$ cat config.mk
export PLATFORM = sky130hd
export DESIGN_NAME = bit_branch_exec
export DESIGN_NICKNAME = d
export VERILOG_FILES = /design/src/logic/bit_branch_pkg.sv /design/src/logic/bit_alu.sv /design/src/logic/bit_branch_exec.sv
export SDC_FILE = /design/constraint.sdc
export NUM_CORES = 1
export LEC_CHECK = 0
export BUFFER_PORTS_ARGS = -buffer_cell sky130_fd_sc_hd__buf_4
export CORE_UTILIZATION = 60
export DETAILED_ROUTE_END_ITERATION = 16
export GPL_ROUTABILITY_DRIVEN = 0
export PLACE_DENSITY = 0.87
export SYNTH_ARGS = -nofsm -noshare
export SYNTH_HDL_FRONTEND = slang
export SYNTH_SLANG_ARGS = --single-unit
$ cat constraint.sdc
create_clock -name sys_clk -period 8 [get_ports sys_clk]
set_clock_uncertainty 0.1 [all_clocks]
set_input_delay 0.8 -clock sys_clk [delete_from_list [all_inputs] [get_ports sys_clk]]
set_output_delay 0.8 -clock sys_clk [all_outputs]
set_load 0.1 [all_outputs]
$ cat src/logic/bit_branch_pkg.sv
`default_nettype none
package bit_branch_pkg;

  // Bus and address widths
  localparam int ADDR_W = 16;
  localparam int DATA_W = 32;

  // Opcodes with a fixed code
  localparam logic [7:0] OP_CAND = 8'h8b;
  localparam logic [7:0] OP_COR = 8'h6b;
  localparam logic [7:0] OP_CXOR = 8'hab;
  localparam logic [7:0] OP_CLD = 8'hcb;
  localparam logic [7:0] OP_CST = 8'heb;
  localparam logic [7:0] OP_CNOT = 8'h4b;
  localparam logic [7:0] OP_ASET = 8'h0b;
  localparam logic [7:0] OP_ACLR = 8'h2b;
  localparam logic [7:0] OP_BITDP = 8'h0c;
  localparam logic [7:0] OP_BITABS = 8'h1c;
  localparam logic [7:0] OP_TCLR = 8'h5c;
  localparam logic [7:0] OP_TSET = 8'h3c;
  localparam logic [7:0] OP_CARRY_CLEAR_OP = 8'h20;
  localparam logic [7:0] OP_CARRY_SET_OP = 8'ha0;
  localparam logic [7:0] OP_G_FLAG_CLEAR_OP = 8'h40;
  localparam logic [7:0] OP_G_FLAG_SET_OP = 8'hc0;
  localparam logic [7:0] OP_OVERFLOW_CLEAR_OP = 8'h80;
  localparam logic [7:0] OP_BCC = 8'h50;
  localparam logic [7:0] OP_BCS = 8'hd0;
  localparam logic [7:0] OP_BEQ = 8'hf0;
  localparam logic [7:0] OP_BNE = 8'h70;
  localparam logic [7:0] OP_BMI = 8'h90;
  localparam logic [7:0] OP_BPL = 8'h10;

  // Low nibbles of the bit-numbered opcode groups
  localparam logic [3:0] NIB_MBIT = 4'h1;
  localparam logic [3:0] NIB_ABR = 4'h2;
  localparam logic [3:0] NIB_DBR = 4'h3;

  // Cycle counts per group; a taken branch adds CYC_TAKEN
  localparam logic [3:0] CYC_CAND = 4'h4;
  localparam logic [3:0] CYC_COR = 4'h5;
  localparam logic [3:0] CYC_CXOR = 4'h5;
  localparam logic [3:0] CYC_CLD = 4'h4;
  localparam logic [3:0] CYC_CST = 4'h6;
  localparam logic [3:0] CYC_CNOT = 4'h5;
  localparam logic [3:0] CYC_BITDP = 4'h4;
  localparam logic [3:0] CYC_BITABS = 4'h5;
  localparam logic [3:0] CYC_MBIT = 4'h4;
  localparam logic [3:0] CYC_ABIT = 4'h2;
  localparam logic [3:0] CYC_FLAG = 4'h2;
  localparam logic [3:0] CYC_TST = 4'h6;
  localparam logic [3:0] CYC_ABR = 4'h4;
  localparam logic [3:0] CYC_DBR = 4'h5;
  localparam logic [3:0] CYC_FBR = 4'h2;
  localparam logic [3:0] CYC_TAKEN = 4'h2;
  localparam logic [3:0] CYC_OTHER = 4'h2;

  // Carry-bit operand layout in the high operand byte
  localparam int INV_POS = 7;
  localparam int BSEL_HI = 6;
  localparam int BSEL_LO = 4;
  localparam int BADDR_HI = 3;

  // Register map (byte offsets) and fields
  localparam logic [7:0] REG_PSW = 8'h00;
  localparam logic [7:0] REG_ACC = 8'h04;
  localparam logic [7:0] REG_CTRL = 8'h08;
  localparam logic [7:0] REG_STAT = 8'h0c;
  localparam int CTRL_EN_POS = 0;
  localparam int STAT_BUSY_POS = 0;
  localparam int STAT_REDIR_POS = 1;
  localparam int STAT_UNK_POS = 2;
  localparam int STAT_OPC_LO = 8;

  // Reset values
  localparam logic [7:0] PSW_RST = 8'h00;
  localparam logic [7:0] ACC_RST = 8'h00;
  localparam logic CTRL_EN_RST = 1'b1;

  typedef struct packed {
    logic n;
    logic v;
    logic g;
    logic b;
    logic h;
    logic i;
    logic z;
    logic c;
  } psw_type;

  typedef struct packed {
    logic [7:0] opcode;
    logic [7:0] op1;
    logic [7:0] op2;
    logic [15:0] pc_next;
  } instr_type;

  typedef enum logic [3:0] {
    CL_OTHER, CL_CBIT, CL_MBIT, CL_ABIT, CL_BIT, CL_TCLR, CL_TSET,
    CL_FLAG, CL_FBR, CL_ABR, CL_DBR
  } cls_type;

  typedef enum logic [2:0] {
    BO_AND, BO_OR, BO_XOR, BO_LD, BO_ST, BO_SET, BO_CLR, BO_NOT
  } bitop_type;

  typedef enum logic [4:0] {
    ST_IDLE = 5'b00001,
    ST_FETCH = 5'b00010,
    ST_DATA = 5'b00100,
    ST_WRITE = 5'b01000,
    ST_HOLD = 5'b10000
  } state_type;

endpackage
`default_nettype wire

$ cat src/logic/bit_alu.sv
`default_nettype none
module bit_alu
  import bit_branch_pkg::*;
(
  // Operation
  input wire bitop_type op,
  input wire logic [2:0] sel,
  input wire logic inv,
  input wire logic carry,
  // Operand byte
  input wire logic [7:0] data,
  // Results
  output logic carry_out,
  output logic [7:0] data_out
);

  logic bit_val;
  logic new_bit;

  // Selected bit, complemented for the inverted forms
  assign bit_val = data[sel] ^ inv;

  // Carry result of the carry-bit group
  assign carry_out = (op == BO_AND) ? (carry & bit_val) :
                     (op == BO_OR) ? (carry | bit_val) :
                     (op == BO_XOR) ? (carry ^ bit_val) :
                     (op == BO_LD) ? bit_val : carry;

  // New value of the selected bit; others pass through
  assign new_bit = (op == BO_ST) ? carry :
                   (op == BO_SET) ? 1'b1 :
                   (op == BO_CLR) ? 1'b0 :
                   (op == BO_NOT) ? ~data[sel] : data[sel];

  for (genvar k = 0; k < 8; k++) begin : g_bit
    assign data_out[k] = (sel == 3'(k)) ? new_bit : data[k];
  end

endmodule
`default_nettype wire

$ cat src/logic/bit_branch_exec.sv
// Function
// - Carry-AND bit: C = C and (inverted) bit
// - Carry-OR bit: C = C or (inverted) bit
// - Carry-XOR bit: C = C xor (inverted) bit
// - Carry-load bit: C = bit or its complement
// - Carry-store writes C to bit, flags kept
// - Bit test: Z=A&M zero, N=M7, V=M6
// - Direct-page bit clear, flags unchanged
// - Direct-page bit set, flags unchanged
// - Bit complement in place, flags unchanged
// - Accumulator bit set or clear, two cycles
// - One-byte carry, G, overflow flag operations
// - Test-and-clear: NZ from A-M, M=M&~A
// - Test-and-set: NZ from A-M, M=M|A
// - Branch on bit high or low, 4/6 or 5/7
// - Carry branches, 2/4 cycles
// - Zero-flag branches on Z one or zero
// - Sign branches on N one or zero
`default_nettype none
module bit_branch_exec
  import bit_branch_pkg::*;
#(
  parameter int PADDR_W = 8
) (
  // Clock and reset
  input wire logic sys_clk,
  input wire logic sys_rst,
  // Instruction from fetch/decode
  input wire logic instr_valid,
  output logic instr_ready,
  input wire instr_type instr_in,
  // Completion and branch redirect
  output logic done,
  output logic redirect,
  output logic [15:0] target_pc,
  // Data memory, read data one cycle after mem_rd
  output logic mem_rd,
  output logic mem_wr,
  output logic [ADDR_W-1:0] mem_addr,
  output logic [7:0] mem_wdata,
  input wire logic [7:0] mem_rdata,
  // Core state
  output psw_type psw,
  output logic [7:0] acc,
  // APB slave
  input wire logic psel,
  input wire logic penable,
  input wire logic pwrite,
  input wire logic [PADDR_W-1:0] paddr,
  input wire logic [DATA_W-1:0] pwdata,
  output logic [DATA_W-1:0] prdata,
  output logic pready,
  output logic pslverr
);

  if (PADDR_W < 4) begin : g_chk
    $error("PADDR_W too small for the register map");
  end

  state_type state, next_state;
  cls_type cls_in, cls_q;
  bitop_type aluop_in, aluop_q;
  logic [3:0] cnt, cyc_base;
  logic [7:0] opc_q, rel_q, last_opc;
  logic [15:0] pc_next_q;
  logic [2:0] bsel_in, bsel_q;
  logic inv_in, inv_q, taken_q, ctrl_en, unknown_q;
  logic accept, imm_taken, dbr_taken, fbr_cond, flag_upd, acc_upd, writes;
  logic [ADDR_W-1:0] dp_addr, abs_addr, cbit_addr, addr_in;
  logic [7:0] opc, lo_rel, hi_rel, rel_in, diff, acc_new;
  logic [3:0] lo;
  logic xbit_low, is_cbit;
  logic alu_carry;
  logic [7:0] alu_data;
  psw_type next_psw;
  logic apb_hit, apb_wr, apb_setup;
  logic [7:0] apb_off;
  logic [DATA_W-1:0] rd_mux;

  assign opc = instr_in.opcode;
  assign lo = opc[3:0];
  assign xbit_low = opc[4];  // Odd upper nibble selects the clear / branch-on-low form

  // Bit number and operand addresses at decode
  assign is_cbit = (opc == OP_CAND) || (opc == OP_COR) || (opc == OP_CXOR) ||
                   (opc == OP_CLD) || (opc == OP_CST) || (opc == OP_CNOT);
  assign bsel_in = is_cbit ? instr_in.op2[BSEL_HI:BSEL_LO] : opc[7:5];
  assign inv_in = instr_in.op2[INV_POS] &
                  ((opc == OP_CAND) | (opc == OP_COR) | (opc == OP_CXOR) | (opc == OP_CLD));
  // G selects the direct page, so the direct-page byte reaches page 0 or 1
  assign dp_addr = {7'h00, psw.g, instr_in.op1};
  assign abs_addr = {instr_in.op2, instr_in.op1};
  assign cbit_addr = {4'h0, instr_in.op2[BADDR_HI:0], instr_in.op1};
  assign addr_in = (cls_in == CL_CBIT) ? cbit_addr :
                   ((cls_in == CL_BIT && opc == OP_BITABS) || cls_in == CL_TCLR ||
                    cls_in == CL_TSET) ? abs_addr : dp_addr;

  // Opcode classification
  assign cls_in = is_cbit ? CL_CBIT :
                  (lo == NIB_MBIT) ? CL_MBIT :
                  (lo == NIB_ABR) ? CL_ABR :
                  (lo == NIB_DBR) ? CL_DBR :
                  (opc == OP_ASET || opc == OP_ACLR) ? CL_ABIT :
                  (opc == OP_BITDP || opc == OP_BITABS) ? CL_BIT :
                  (opc == OP_TCLR) ? CL_TCLR :
                  (opc == OP_TSET) ? CL_TSET :
                  (opc == OP_CARRY_CLEAR_OP || opc == OP_CARRY_SET_OP || opc == OP_G_FLAG_CLEAR_OP ||
                   opc == OP_G_FLAG_SET_OP || opc == OP_OVERFLOW_CLEAR_OP) ? CL_FLAG :
                  (opc == OP_BCC || opc == OP_BCS || opc == OP_BEQ ||
                   opc == OP_BNE || opc == OP_BMI || opc == OP_BPL) ? CL_FBR : CL_OTHER;

  assign aluop_in = (opc == OP_CAND) ? BO_AND : (opc == OP_COR) ? BO_OR :
                    (opc == OP_CXOR) ? BO_XOR : (opc == OP_CLD) ? BO_LD :
                    (opc == OP_CST) ? BO_ST : (opc == OP_CNOT) ? BO_NOT :
                    xbit_low ? BO_CLR : BO_SET;

  // Base cycle count per opcode
  assign cyc_base = (opc == OP_CAND) ? CYC_CAND : (opc == OP_COR) ? CYC_COR :
                    (opc == OP_CXOR) ? CYC_CXOR : (opc == OP_CLD) ? CYC_CLD :
                    (opc == OP_CST) ? CYC_CST : (opc == OP_CNOT) ? CYC_CNOT :
                    (cls_in == CL_MBIT) ? CYC_MBIT : (cls_in == CL_ABR) ? CYC_ABR :
                    (cls_in == CL_DBR) ? CYC_DBR : (cls_in == CL_ABIT) ? CYC_ABIT :
                    (opc == OP_BITDP) ? CYC_BITDP : (opc == OP_BITABS) ? CYC_BITABS :
                    (cls_in == CL_TCLR || cls_in == CL_TSET) ? CYC_TST :
                    (cls_in == CL_FLAG) ? CYC_FLAG : (cls_in == CL_FBR) ? CYC_FBR : CYC_OTHER;

  // Branch conditions known at decode
  assign fbr_cond = (opc == OP_BCC) ? ~psw.c : (opc == OP_BCS) ? psw.c :
                    (opc == OP_BEQ) ? psw.z : (opc == OP_BNE) ? ~psw.z :
                    (opc == OP_BMI) ? psw.n : ~psw.n;
  // Accumulator bit branch: high form on 1, low form on 0
  assign imm_taken = (cls_in == CL_FBR) ? fbr_cond :
                     (cls_in == CL_ABR) ? (acc[opc[7:5]] ^ xbit_low) : 1'b0;
  assign dbr_taken = (state == ST_DATA) && (cls_q == CL_DBR) &&
                     (mem_rdata[bsel_q] ^ opc_q[4]);

  // Offset sits after the opcode, or after the direct-page byte
  assign lo_rel = instr_in.op1;
  assign hi_rel = instr_in.op2;
  assign rel_in = (cls_in == CL_DBR) ? hi_rel : lo_rel;

  // Handshake
  assign accept = instr_valid && instr_ready;
  assign instr_ready = (state == ST_IDLE) && ctrl_en;
  assign done = (state != ST_IDLE) && (cnt == 4'h1) && !dbr_taken;
  assign redirect = done && taken_q;
  assign mem_rd = (state == ST_FETCH);
  assign mem_wr = (state == ST_WRITE);
  assign writes = (cls_q == CL_MBIT) || (cls_q == CL_TCLR) || (cls_q == CL_TSET) ||
                  (cls_q == CL_CBIT && (aluop_q == BO_ST || aluop_q == BO_NOT));

  // Next state
  always_comb begin
    next_state = state;
    case (state)
      ST_IDLE: begin
        if (accept) begin
          if (cls_in == CL_CBIT || cls_in == CL_MBIT || cls_in == CL_BIT ||
              cls_in == CL_TCLR || cls_in == CL_TSET || cls_in == CL_DBR) begin
            next_state = ST_FETCH;
          end else begin
            next_state = ST_HOLD;
          end
        end
      end
      ST_FETCH: next_state = ST_DATA;
      ST_DATA: next_state = writes ? ST_WRITE : (done ? ST_IDLE : ST_HOLD);
      ST_WRITE: next_state = done ? ST_IDLE : ST_HOLD;
      ST_HOLD: next_state = done ? ST_IDLE : ST_HOLD;
      default: next_state = ST_IDLE;
    endcase
  end

  // State and remaining-cycle count; a taken branch stretches by two
  always_ff @(posedge sys_clk or posedge sys_rst) begin
    if (sys_rst) begin
      state <= ST_IDLE;
      cnt <= 4'h0;
    end else begin
      state <= next_state;
      if (accept) begin
        cnt <= cyc_base - 4'h1 + (imm_taken ? CYC_TAKEN : 4'h0);
      end else if (state != ST_IDLE) begin
        cnt <= cnt - 4'h1 + (dbr_taken ? CYC_TAKEN : 4'h0);
      end
    end
  end

  // Instruction latch
  always_ff @(posedge sys_clk or posedge sys_rst) begin
    if (sys_rst) begin
      cls_q <= CL_OTHER;
      aluop_q <= BO_AND;
      opc_q <= 8'h00;
      bsel_q <= 3'h0;
      inv_q <= 1'b0;
      rel_q <= 8'h00;
      pc_next_q <= 16'h0000;
    end else if (accept) begin
      cls_q <= cls_in;
      aluop_q <= aluop_in;
      opc_q <= opc;
      bsel_q <= bsel_in;
      inv_q <= inv_in;
      rel_q <= rel_in;
      pc_next_q <= instr_in.pc_next;
    end
  end

  // Branch target: next-instruction address plus sign-extended offset
  always_ff @(posedge sys_clk or posedge sys_rst) begin
    if (sys_rst) begin
      taken_q <= 1'b0;
      target_pc <= 16'h0000;
    end else if (accept) begin
      taken_q <= imm_taken;
      target_pc <= instr_in.pc_next + {{8{rel_in[7]}}, rel_in};
    end else if (dbr_taken) begin
      taken_q <= 1'b1;
      target_pc <= pc_next_q + {{8{rel_q[7]}}, rel_q};
    end
  end

  bit_alu u_alu (
    .op(aluop_q),
    .sel(bsel_q),
    .inv(inv_q),
    .carry(psw.c),
    .data(mem_rdata),
    .carry_out(alu_carry),
    .data_out(alu_data)
  );

  // Flag results
  assign diff = acc - mem_rdata;
  always_comb begin
    next_psw = psw;
    if (accept && cls_in == CL_FLAG) begin
      case (opc)
        OP_CARRY_CLEAR_OP: next_psw.c = 1'b0;
        OP_CARRY_SET_OP: next_psw.c = 1'b1;
        OP_G_FLAG_CLEAR_OP: next_psw.g = 1'b0;
        OP_G_FLAG_SET_OP: next_psw.g = 1'b1;
        default: next_psw.v = 1'b0;
      endcase
    end else if (state == ST_DATA) begin
      case (cls_q)
        CL_CBIT: next_psw.c = alu_carry;
        CL_BIT: begin
          next_psw.z = ((acc & mem_rdata) == 8'h00);
          next_psw.n = mem_rdata[7];
          next_psw.v = mem_rdata[6];
        end
        CL_TCLR, CL_TSET: begin
          next_psw.n = diff[7];
          next_psw.z = (diff == 8'h00);
        end
        default: next_psw = psw;
      endcase
    end
  end
  assign flag_upd = (accept && cls_in == CL_FLAG) ||
                    ((state == ST_DATA) && (cls_q == CL_CBIT || cls_q == CL_BIT ||
                                            cls_q == CL_TCLR || cls_q == CL_TSET));
  assign acc_upd = accept && (cls_in == CL_ABIT);
  assign acc_new = (opc == OP_ASET) ? (acc | (8'h01 << instr_in.op1[BSEL_HI:BSEL_LO])) :
                   (acc & ~(8'h01 << instr_in.op1[BSEL_HI:BSEL_LO]));  // Fixed opcode, bit in operand

  // Core state; execution wins over a register write in the same cycle
  always_ff @(posedge sys_clk or posedge sys_rst) begin
    if (sys_rst) begin
      psw <= PSW_RST;
      acc <= ACC_RST;
    end else begin
      if (flag_upd) begin
        psw <= next_psw;
      end else if (apb_wr && apb_off == REG_PSW) begin
        psw <= pwdata[7:0];
      end
      if (acc_upd) begin
        acc <= acc_new;
      end else if (apb_wr && apb_off == REG_ACC) begin
        acc <= pwdata[7:0];
      end
    end
  end

  // Memory side: address at decode, write data from the read byte
  always_ff @(posedge sys_clk or posedge sys_rst) begin
    if (sys_rst) begin
      mem_addr <= '0;
      mem_wdata <= 8'h00;
    end else begin
      if (accept) begin
        mem_addr <= addr_in;
      end
      if (state == ST_DATA) begin
        mem_wdata <= (cls_q == CL_TCLR) ? (mem_rdata & ~acc) :
                     (cls_q == CL_TSET) ? (mem_rdata | acc) :
                     alu_data;
      end
    end
  end

  // APB decode; zero wait states, error on unmapped offsets
  assign apb_off = 8'(paddr);
  assign apb_hit = (apb_off == REG_PSW) || (apb_off == REG_ACC) ||
                   (apb_off == REG_CTRL) || (apb_off == REG_STAT);
  assign apb_setup = psel && !penable;
  assign apb_wr = psel && penable && pwrite && apb_hit;
  assign pready = 1'b1;
  assign pslverr = psel && penable && !apb_hit;
  assign rd_mux = (apb_off == REG_PSW) ? {24'h0, psw} :
                  (apb_off == REG_ACC) ? {24'h0, acc} :
                  (apb_off == REG_CTRL) ? {31'h0, ctrl_en} :
                  (apb_off == REG_STAT) ? {16'h0, last_opc, 5'h0, unknown_q,
                                           taken_q, (state != ST_IDLE)} : '0;

  // Read data is captured in the setup cycle, so it is stable in the access phase
  always_ff @(posedge sys_clk or posedge sys_rst) begin
    if (sys_rst) begin
      prdata <= '0;
      ctrl_en <= CTRL_EN_RST;
      last_opc <= 8'h00;
      unknown_q <= 1'b0;
    end else begin
      if (apb_setup && !pwrite) begin
        prdata <= rd_mux;
      end
      if (apb_wr && apb_off == REG_CTRL) begin
        ctrl_en <= pwdata[CTRL_EN_POS];
      end
      if (accept) begin
        last_opc <= opc;
        unknown_q <= (cls_in == CL_OTHER);
      end
    end
  end
endmodule
`default_nettype wire

==> results of run 1 <==
cells in the final DEF (no fill, tap or decap), types with 9 or more instances in the layout:
cell	n
a211oi_1	13
a21o_1	10
a21oi_1	62
a22o_1	12
a31oi_1	11
and3_1	12
buf_4	152
clkbuf_16	17
conb_1	17
dfrtp_1	125
ha_1	67
inv_1	49
mux2_2	15
mux2i_1	12
nand2_1	192
nand2b_1	13
nand3_1	21
nor2_1	69
nor2b_1	13
nor3_1	18
o21a_1	9
o21ai_0	78
xnor2_1	23
xor2_1	15
cell usage after synthesis, types with 15 or more instances:
cell,n
nand2_1,192
dfrtp_1,125
o21ai_0,78
nor2_1,69
ha_1,67
a21oi_1,62
inv_1,50
clkbuf_1,42
xnor2_1,23
nand3_1,22
buf_4,19
nor3_1,19
mux2_2,15
xor2_1,15
layer usage:
metal  vias to the layer above  wire length, um  GRT usage (%)
met5                         -                0              0
met4                         0              628           13.3
met3                        57             2080           5.27
met2                       420            11600           54.2
met1                      3927             9620           42.1
li1                       3890                -              -
worst max-delay path: cells and delay by family:
kind                     cells  cell delay [ns]
AND/OR/NAND/NOR              5             1.31
XOR/XNOR                     1             0.10
multiplexers                 1             0.40
AO/OA/AOI/OAI                7             1.98
buffers and inverters        2             0.23
adder cells (fa/ha/maj)      2             0.43
cells by family (layout without fill, tap and decap cells):
| logic type | Yosys count | in the layout | synth area share, % |
|---|---|---|---|
| AOI/OAI and AO/OA | 264 | 264 | 19.0 |
| xor gates and xnor gates | 38 | 38 | 3.75 |
| adders and majority gates | 71 | 71 | 10.3 |
| buffers and inverters | 118 | 234 | 5.93 |
| DFF | 127 | 127 | 35.8 |
| muxes | 31 | 31 | 4.27 |
| other | 2 | 17 | 0.0846 |
| and+or+nand+nor | 395 | 395 | 20.8 |
state kept, by name, indices dropped and copies added (netlist names), 3 cells and up, named ones only:
name / cells
aluop_q: 3
bsel_q: 3
cls_q: 4
cnt: 4
last_opc: 8
mem_addr: 16
mem_wdata: 8
pc_next_q: 16
prdata: 16
psw: 8
rel_q: 8
state: 5
target_pc: 16
power by group:
group          total, uW  switching (uW)  internal [uW]
registers            725            39.0            686
clock network        846             292            554
logic                487             318            169
per-stage QoR:
stage	area [sq um]	util [%]
finish	10600	73.4
detailed placement	9990	69.0
CTS	10600	73.4
global route	10600	73.4
floorplan	8930	-
global placement	9990	69.0
worst paths after layout:
| kind | start | endpoint | depth (start not counted) |
|---|---|---|---|
| worst min-delay path | sys_rst | mem_addr[9]$_DFFE_PP0P_ | 2 |
| worst min register to register | last_opc[5]$_DFFE_PP0P_ | last_opc[5]$_DFFE_PP0P_ | 2 |
| max in group asynchronous | sys_rst | prdata[0]$_DFFE_PP0P_ | 3 |
| min in group sys_clk | last_opc[5]$_DFFE_PP0P_ | last_opc[5]$_DFFE_PP0P_ | 2 |
| worst max-delay path | instr_in[34] | target_pc[14]$_DFFE_PP0P_ | 18 |
| worst max register to register | bsel_q[0]$_DFFE_PP0P_ | cnt[3]$_DFFE_PP0P_ | 14 |
cell type report:
| cell class | count | share of cell area (%) |
|---|---|---|
| clock inverter | 9 | 1.46 |
| clock buffer | 23 | 4.59 |
| tap | 184 | 2.17 |
| inverter | 50 | 1.79 |
| sequential | 127 | 29.9 |
| multi-input combinational | 816 | 49.3 |
| timing repair buffer | 152 | 10.7 |
==> results.ini, run 1 <==
[layout]
fillers = 1063
fin_nets = 1329
stdcell_count = 1361
antenna_cells = 0
drive_above_1_share_pct = 18.9
regArea_sq_mm = 0.00318
syn2layout_area_growth_pct = 19.7
multiInputGateArea_sq_mm = 0.00525

[detailed_routing]
drc_errors = 0
wl_per_cell_um = 17.6
vias = 8294
ant_nets = 0
wl_um = 23900
drt_iter0_drc = 848
viasPerCell = 6.09
first_pass_iters = 5

[place]
hpwl_um = 16800
portBuffers = 147
place_ws_ns = 2.68
dp_cells = 1329

[clocking]
post-cts-setup-buffer-count = 0
htreeDepth = 4
ctsHoldBuffers = 0
clockRootBuffer = clkbuf_16
postCtsResizedCells = 0
clkLatencyLatePin_ns = 0.43
clkSinkCount = 127
cts.path.max_buffers = 2
clk_pin_slew_worst_paths_ns = 0.06
numCtsBuffers = 17
cts_tree = yes

[global_route]
grt_util_all_layers_pct = 32.5
grt_overflow = 0
grt_max_degree = 78
grt_pass1_wl_um = 38000
grt_pass1_vias = 7750
antenna_found_initial = 0

[yosys]
yosysUniqueCellTypes = 74
syn_inst = 1046
syn_avg_cell_area_sq_um = 8.49
async_flop_share_pct = 100
ys_warn_count = 0
synth_area_leaders = dfrtp_1, ha_1, nand2_1
synth_area_sq_mm = 0.00888
synth_top_area_share_pct = 35.2
synth-edff-count = 0
synth.ff_latch_count = 127
synth-seq-area-share_pct = 35.8
yosysTopAreaCell = dfrtp_1
synth_ff_type = dfrtp_1

[floorplan]
core_sq_mm = 0.0145
die_area_sq_mm = 0.0153
rows = 44
fp.dieH_um = 124
initial_core_util_pct = 61.3
die_w_um = 124
ios = 189

[power_and_ir_drop]
irDropWorstVdd_mv = 0.156
power_uw = 2060
powerDensity_mw_per_mm2 = 194
leakagePower_uw = 0.00522

[sta]
tightest_slew_ns = 0.983
drv_slew = 0
grt_setup_unrepaired = false
setup_tns_ns = 0
hold_viol_final = 0
layout_setup_ws_ns = 2.94
finalCritPeriodShare_pct = 63.3
min_period_ns = 5.06
worst_hold_slack_ns = 0.359
slew_headroom_pct = 34.0
fmax_mhz = 198
setup_viol = 0

[run_status]
status = complete, no violations

[worst_setup_path]
slowest_stage = a2111oi_2
required_ns = 8.20
endpoint_kind = register
critPathMaxFanout = 8
path_class = input port to register
cp.arrival_ns = 5.26
ff2ff_setup_slack_ns = 3.77
crit_path_cell_trace = buf_4, or3_1, a2111oi_2, nor3_1, nand2b_1, a21oi_4, mux2_2, ha_1, inv_1, fa_1, nor2b_1, o31a_1, nor4_1, o2111ai_1, a41oi_1, xnor2_1, a21oi_1, o21ai_0
cp-start-kind = input port
crit_path_max_incr_delay_ns = 0.50

[job]
maxCapViolCount = 0

[worst_hold_path]
hold_class = input port to asynchronous set/reset pin

No activity file was read; power rests on OpenSTA's default activity.
==> run 2: changes to the inputs <==
--- a/config.mk
+++ b/config.mk
@@ -6,10 +6,10 @@
 export NUM_CORES = 1
 export LEC_CHECK = 0
 export BUFFER_PORTS_ARGS = -buffer_cell sky130_fd_sc_hd__buf_4
-export CORE_UTILIZATION = 60
+export CORE_UTILIZATION = 56
 export DETAILED_ROUTE_END_ITERATION = 16
 export GPL_ROUTABILITY_DRIVEN = 0
-export PLACE_DENSITY = 0.87
+export PLACE_DENSITY = 0.82
 export SYNTH_ARGS = -nofsm -noshare
 export SYNTH_HDL_FRONTEND = slang
 export SYNTH_SLANG_ARGS = --single-unit
==> constraint.sdc (replaced) <==
create_clock -name sys_clk -period 5.2 [get_ports sys_clk]
set_clock_uncertainty 0.1 [all_clocks]
set_input_delay 0.52 -clock sys_clk [delete_from_list [all_inputs] [get_ports sys_clk]]
set_output_delay 0.52 -clock sys_clk [all_outputs]
set_load 0.1 [all_outputs]
==> run 2 against run 1 <==
Against the previous run:
- core utilization down 4.0 points
- wire length down 0.55%
- global-route usage down 2.7 points
==> results.ini, run 2 (synthesis gave the netlist of run 1 again) <==
[layout]
syn2layout_area_growth_pct = 19.7  ; about the same
antenna_cells = 0  ; unchanged
regArea_sq_mm = 0.00318  ; unchanged
multiInputGateArea_sq_mm = 0.00525  ; unchanged
fin_nets = 1335  ; +0.45%
stdcell_count = 1392  ; +2.3%
layout_common_cells = nand2_1, buf_4, dfrtp_1
drive_above_1_share_pct = 18.8  ; -0.064 points
layout_commonest_cell = nand2_1
fillers = 1246  ; +17%
final_util_pct = 69.4  ; -4.0 points

[sta]
grt_setup_unrepaired = false
min_period_ns = 4.66
setup_tns_ns = 0  ; unchanged
hold_viol_final = 0  ; unchanged
drv_slew = 0  ; unchanged
worst_hold_slack_ns = 0.195  ; -0.165 ns
finalCritPeriodShare_pct = 89.6
slew_headroom_pct = 31.6  ; -2.4 points
layout_setup_ws_ns = 0.543  ; -2.40 ns
tightest_slew_ns = 1.02  ; +0.0357 ns
fmax_mhz = 215
setup_viol = 0  ; unchanged

[detailed_routing]
first_pass_iters = 6  ; +1
vias = 8191  ; -1.2%
drt_iter0_drc = 619  ; -27%
ant_nets = 0  ; unchanged
wl_um = 23800  ; -0.55%
viasPerCell = 5.88  ; -3.4%
wl_per_cell_um = 17.1  ; -2.8%
drc_errors = 0  ; unchanged

[clocking]
clkSinkCount = 127  ; unchanged
numCtsBuffers = 17  ; unchanged
cts.path.max_buffers = 2  ; unchanged
post-cts-setup-buffer-count = 0  ; unchanged
clkLatencyLatePin_ns = 0.43  ; about the same
clockRootBuffer = clkbuf_16
clk_pin_slew_worst_paths_ns = 0.05  ; about the same
cts_tree = yes
postCtsResizedCells = 0  ; unchanged
htreeDepth = 4  ; unchanged

[global_route]
grt_pass1_wl_um = 38000  ; about the same
grt_overflow = 0  ; unchanged
antenna_found_initial = 0  ; unchanged
grt_util_all_layers_pct = 29.9  ; -2.7 points
grt_max_degree = 72  ; -7.7%
grt_pass1_vias = 7705  ; -0.58%

[worst_setup_path]
crit_path_max_incr_delay_ns = 0.57  ; +0.07 ns
endpoint_kind = register
r2r_cells = 13  ; -1
path_class = input port to register
rr_startpoint = bsel_q[0]$_DFFE_PP0P_
cp.arrival_ns = 4.84  ; -0.42 ns
slowest_stage = or4_4
cp-start-kind = input port
critPathMaxFanout = 10  ; +2
required_ns = 5.38  ; -2.82 ns
ff2ff_setup_slack_ns = 0.94  ; -2.83 ns
worstReg2RegEnd = cnt[3]$_DFFE_PP0P_
crit_path_cell_trace = buf_4, or4_4, nor4_2, nor3_1, nand2b_1, a21oi_4, mux2_2, ha_1, inv_1, fa_1, nor2b_1, o31a_1, nor4_1, o2111ai_1, a41oi_1, xnor2_1, a21oi_1, o21ai_0

[floorplan]
die_w_um = 128  ; +3.5%
die_area_sq_mm = 0.0164  ; +7.0%
ios = 189  ; unchanged
core_sq_mm = 0.0153  ; +5.8%
initial_core_util_pct = 58.0  ; -3.3 points
fp.dieH_um = 128  ; +3.5%
rows = 45  ; +2.3%

[power_and_ir_drop]
irDropWorstVdd_mv = 0.251  ; +61%
leakagePower_uw = 0.00520  ; -0.36%
powerDensity_mw_per_mm2 = 284  ; +47%

[place]
dp_cells = 1361  ; +2.4%
place_ws_ns = 0.111  ; -2.57 ns
portBuffers = 147  ; unchanged
hpwl_um = 17100  ; +1.8%

[worst_hold_path]
holdPathStages = 3
hold_start = instr_in[10]
hold_class = input port to register
hold_end = pc_next_q[10]$_DFFE_PP0P_

[run_status]
status = complete, no violations

[job]
maxCapViolCount = 0  ; unchanged

[run 2: cell count changes in the layout (fill, tap and decap cells not counted), sizes merged]
cell,previous run,this run
buf,152,157
bufinv,4,2
clkbuf,23,24
clkinv,4,2
clkinvlp,1,2
dlygate4sd3,0,1
[run 2: worst max-delay path by stage]
stage | startpoint | end | slack, ns | cells past startpoint
after floorplan | bsel_q[0]$_DFFE_PP0P_ | redirect | 0.58 | 9
after global placement | instr_in[34] | target_pc[14]$_DFFE_PP0P_ | 0.25 | 18
after detailed placement | instr_in[34] | target_pc[14]$_DFFE_PP0P_ | 0.11 | 18
after CTS | instr_in[34] | target_pc[14]$_DFFE_PP0P_ | 0.55 | 18
after global routing | instr_in[32] | target_pc[14]$_DFFE_PP0P_ | 0.25 | 18
final | instr_in[32] | target_pc[14]$_DFFE_PP0P_ | 0.54 | 18
[run 2: area by class of cell]
class                   count  share of cell area [%]
repair buffers            158                    11.2
inverters                  50                    1.79
clock buffers              24                    4.44
well taps                 211                    2.48
multi-input cells         816                    49.4
flip-flops and latches    127                    29.9
clock inverters             6                   0.801
[run 2: repair_timing]
action	CTS	global route
endpoints found under the setup margin	0	0
hold buffers	1	0
hold endpoints to repair	2	0
[run 2: critical path: cells and delay by family]
kind                       cells  cell delay [ns]
AOI/OAI and AO/OA              6             1.42
xor gates and xnor gates       1             0.11
adders and majority gates      2             0.42
buffers and inverters          2             0.24
muxes                          1             0.39
and+or+nand+nor                6             1.72
[run 2: where the power goes]
part	switching [uW]	internal, uW
Sequential	62.1	1060
Combinational	490	264
Clock	427	723
[run 2: through the flow]
step	total power, uW	instance area (sq um)
floorplan	1700	8930
global placement	1850	10100
detailed placement	1870	10100
CTS	3030	10600
global route	3150	10600
finish	3020	10600
[run 2: per-layer routing]
| metal | part of all wire, % | vias to the layer above | GRT usage, % |
|---|---|---|---|
| li1 | - | 3900 | - |
| met1 | 42 | 3867 | 38.6 |
| met2 | 47 | 351 | 49.0 |
| met3 | 7.5 | 73 | 5.22 |
| met4 | 3.5 | 0 | 13.8 |
| met5 | 0 | - | 0 |
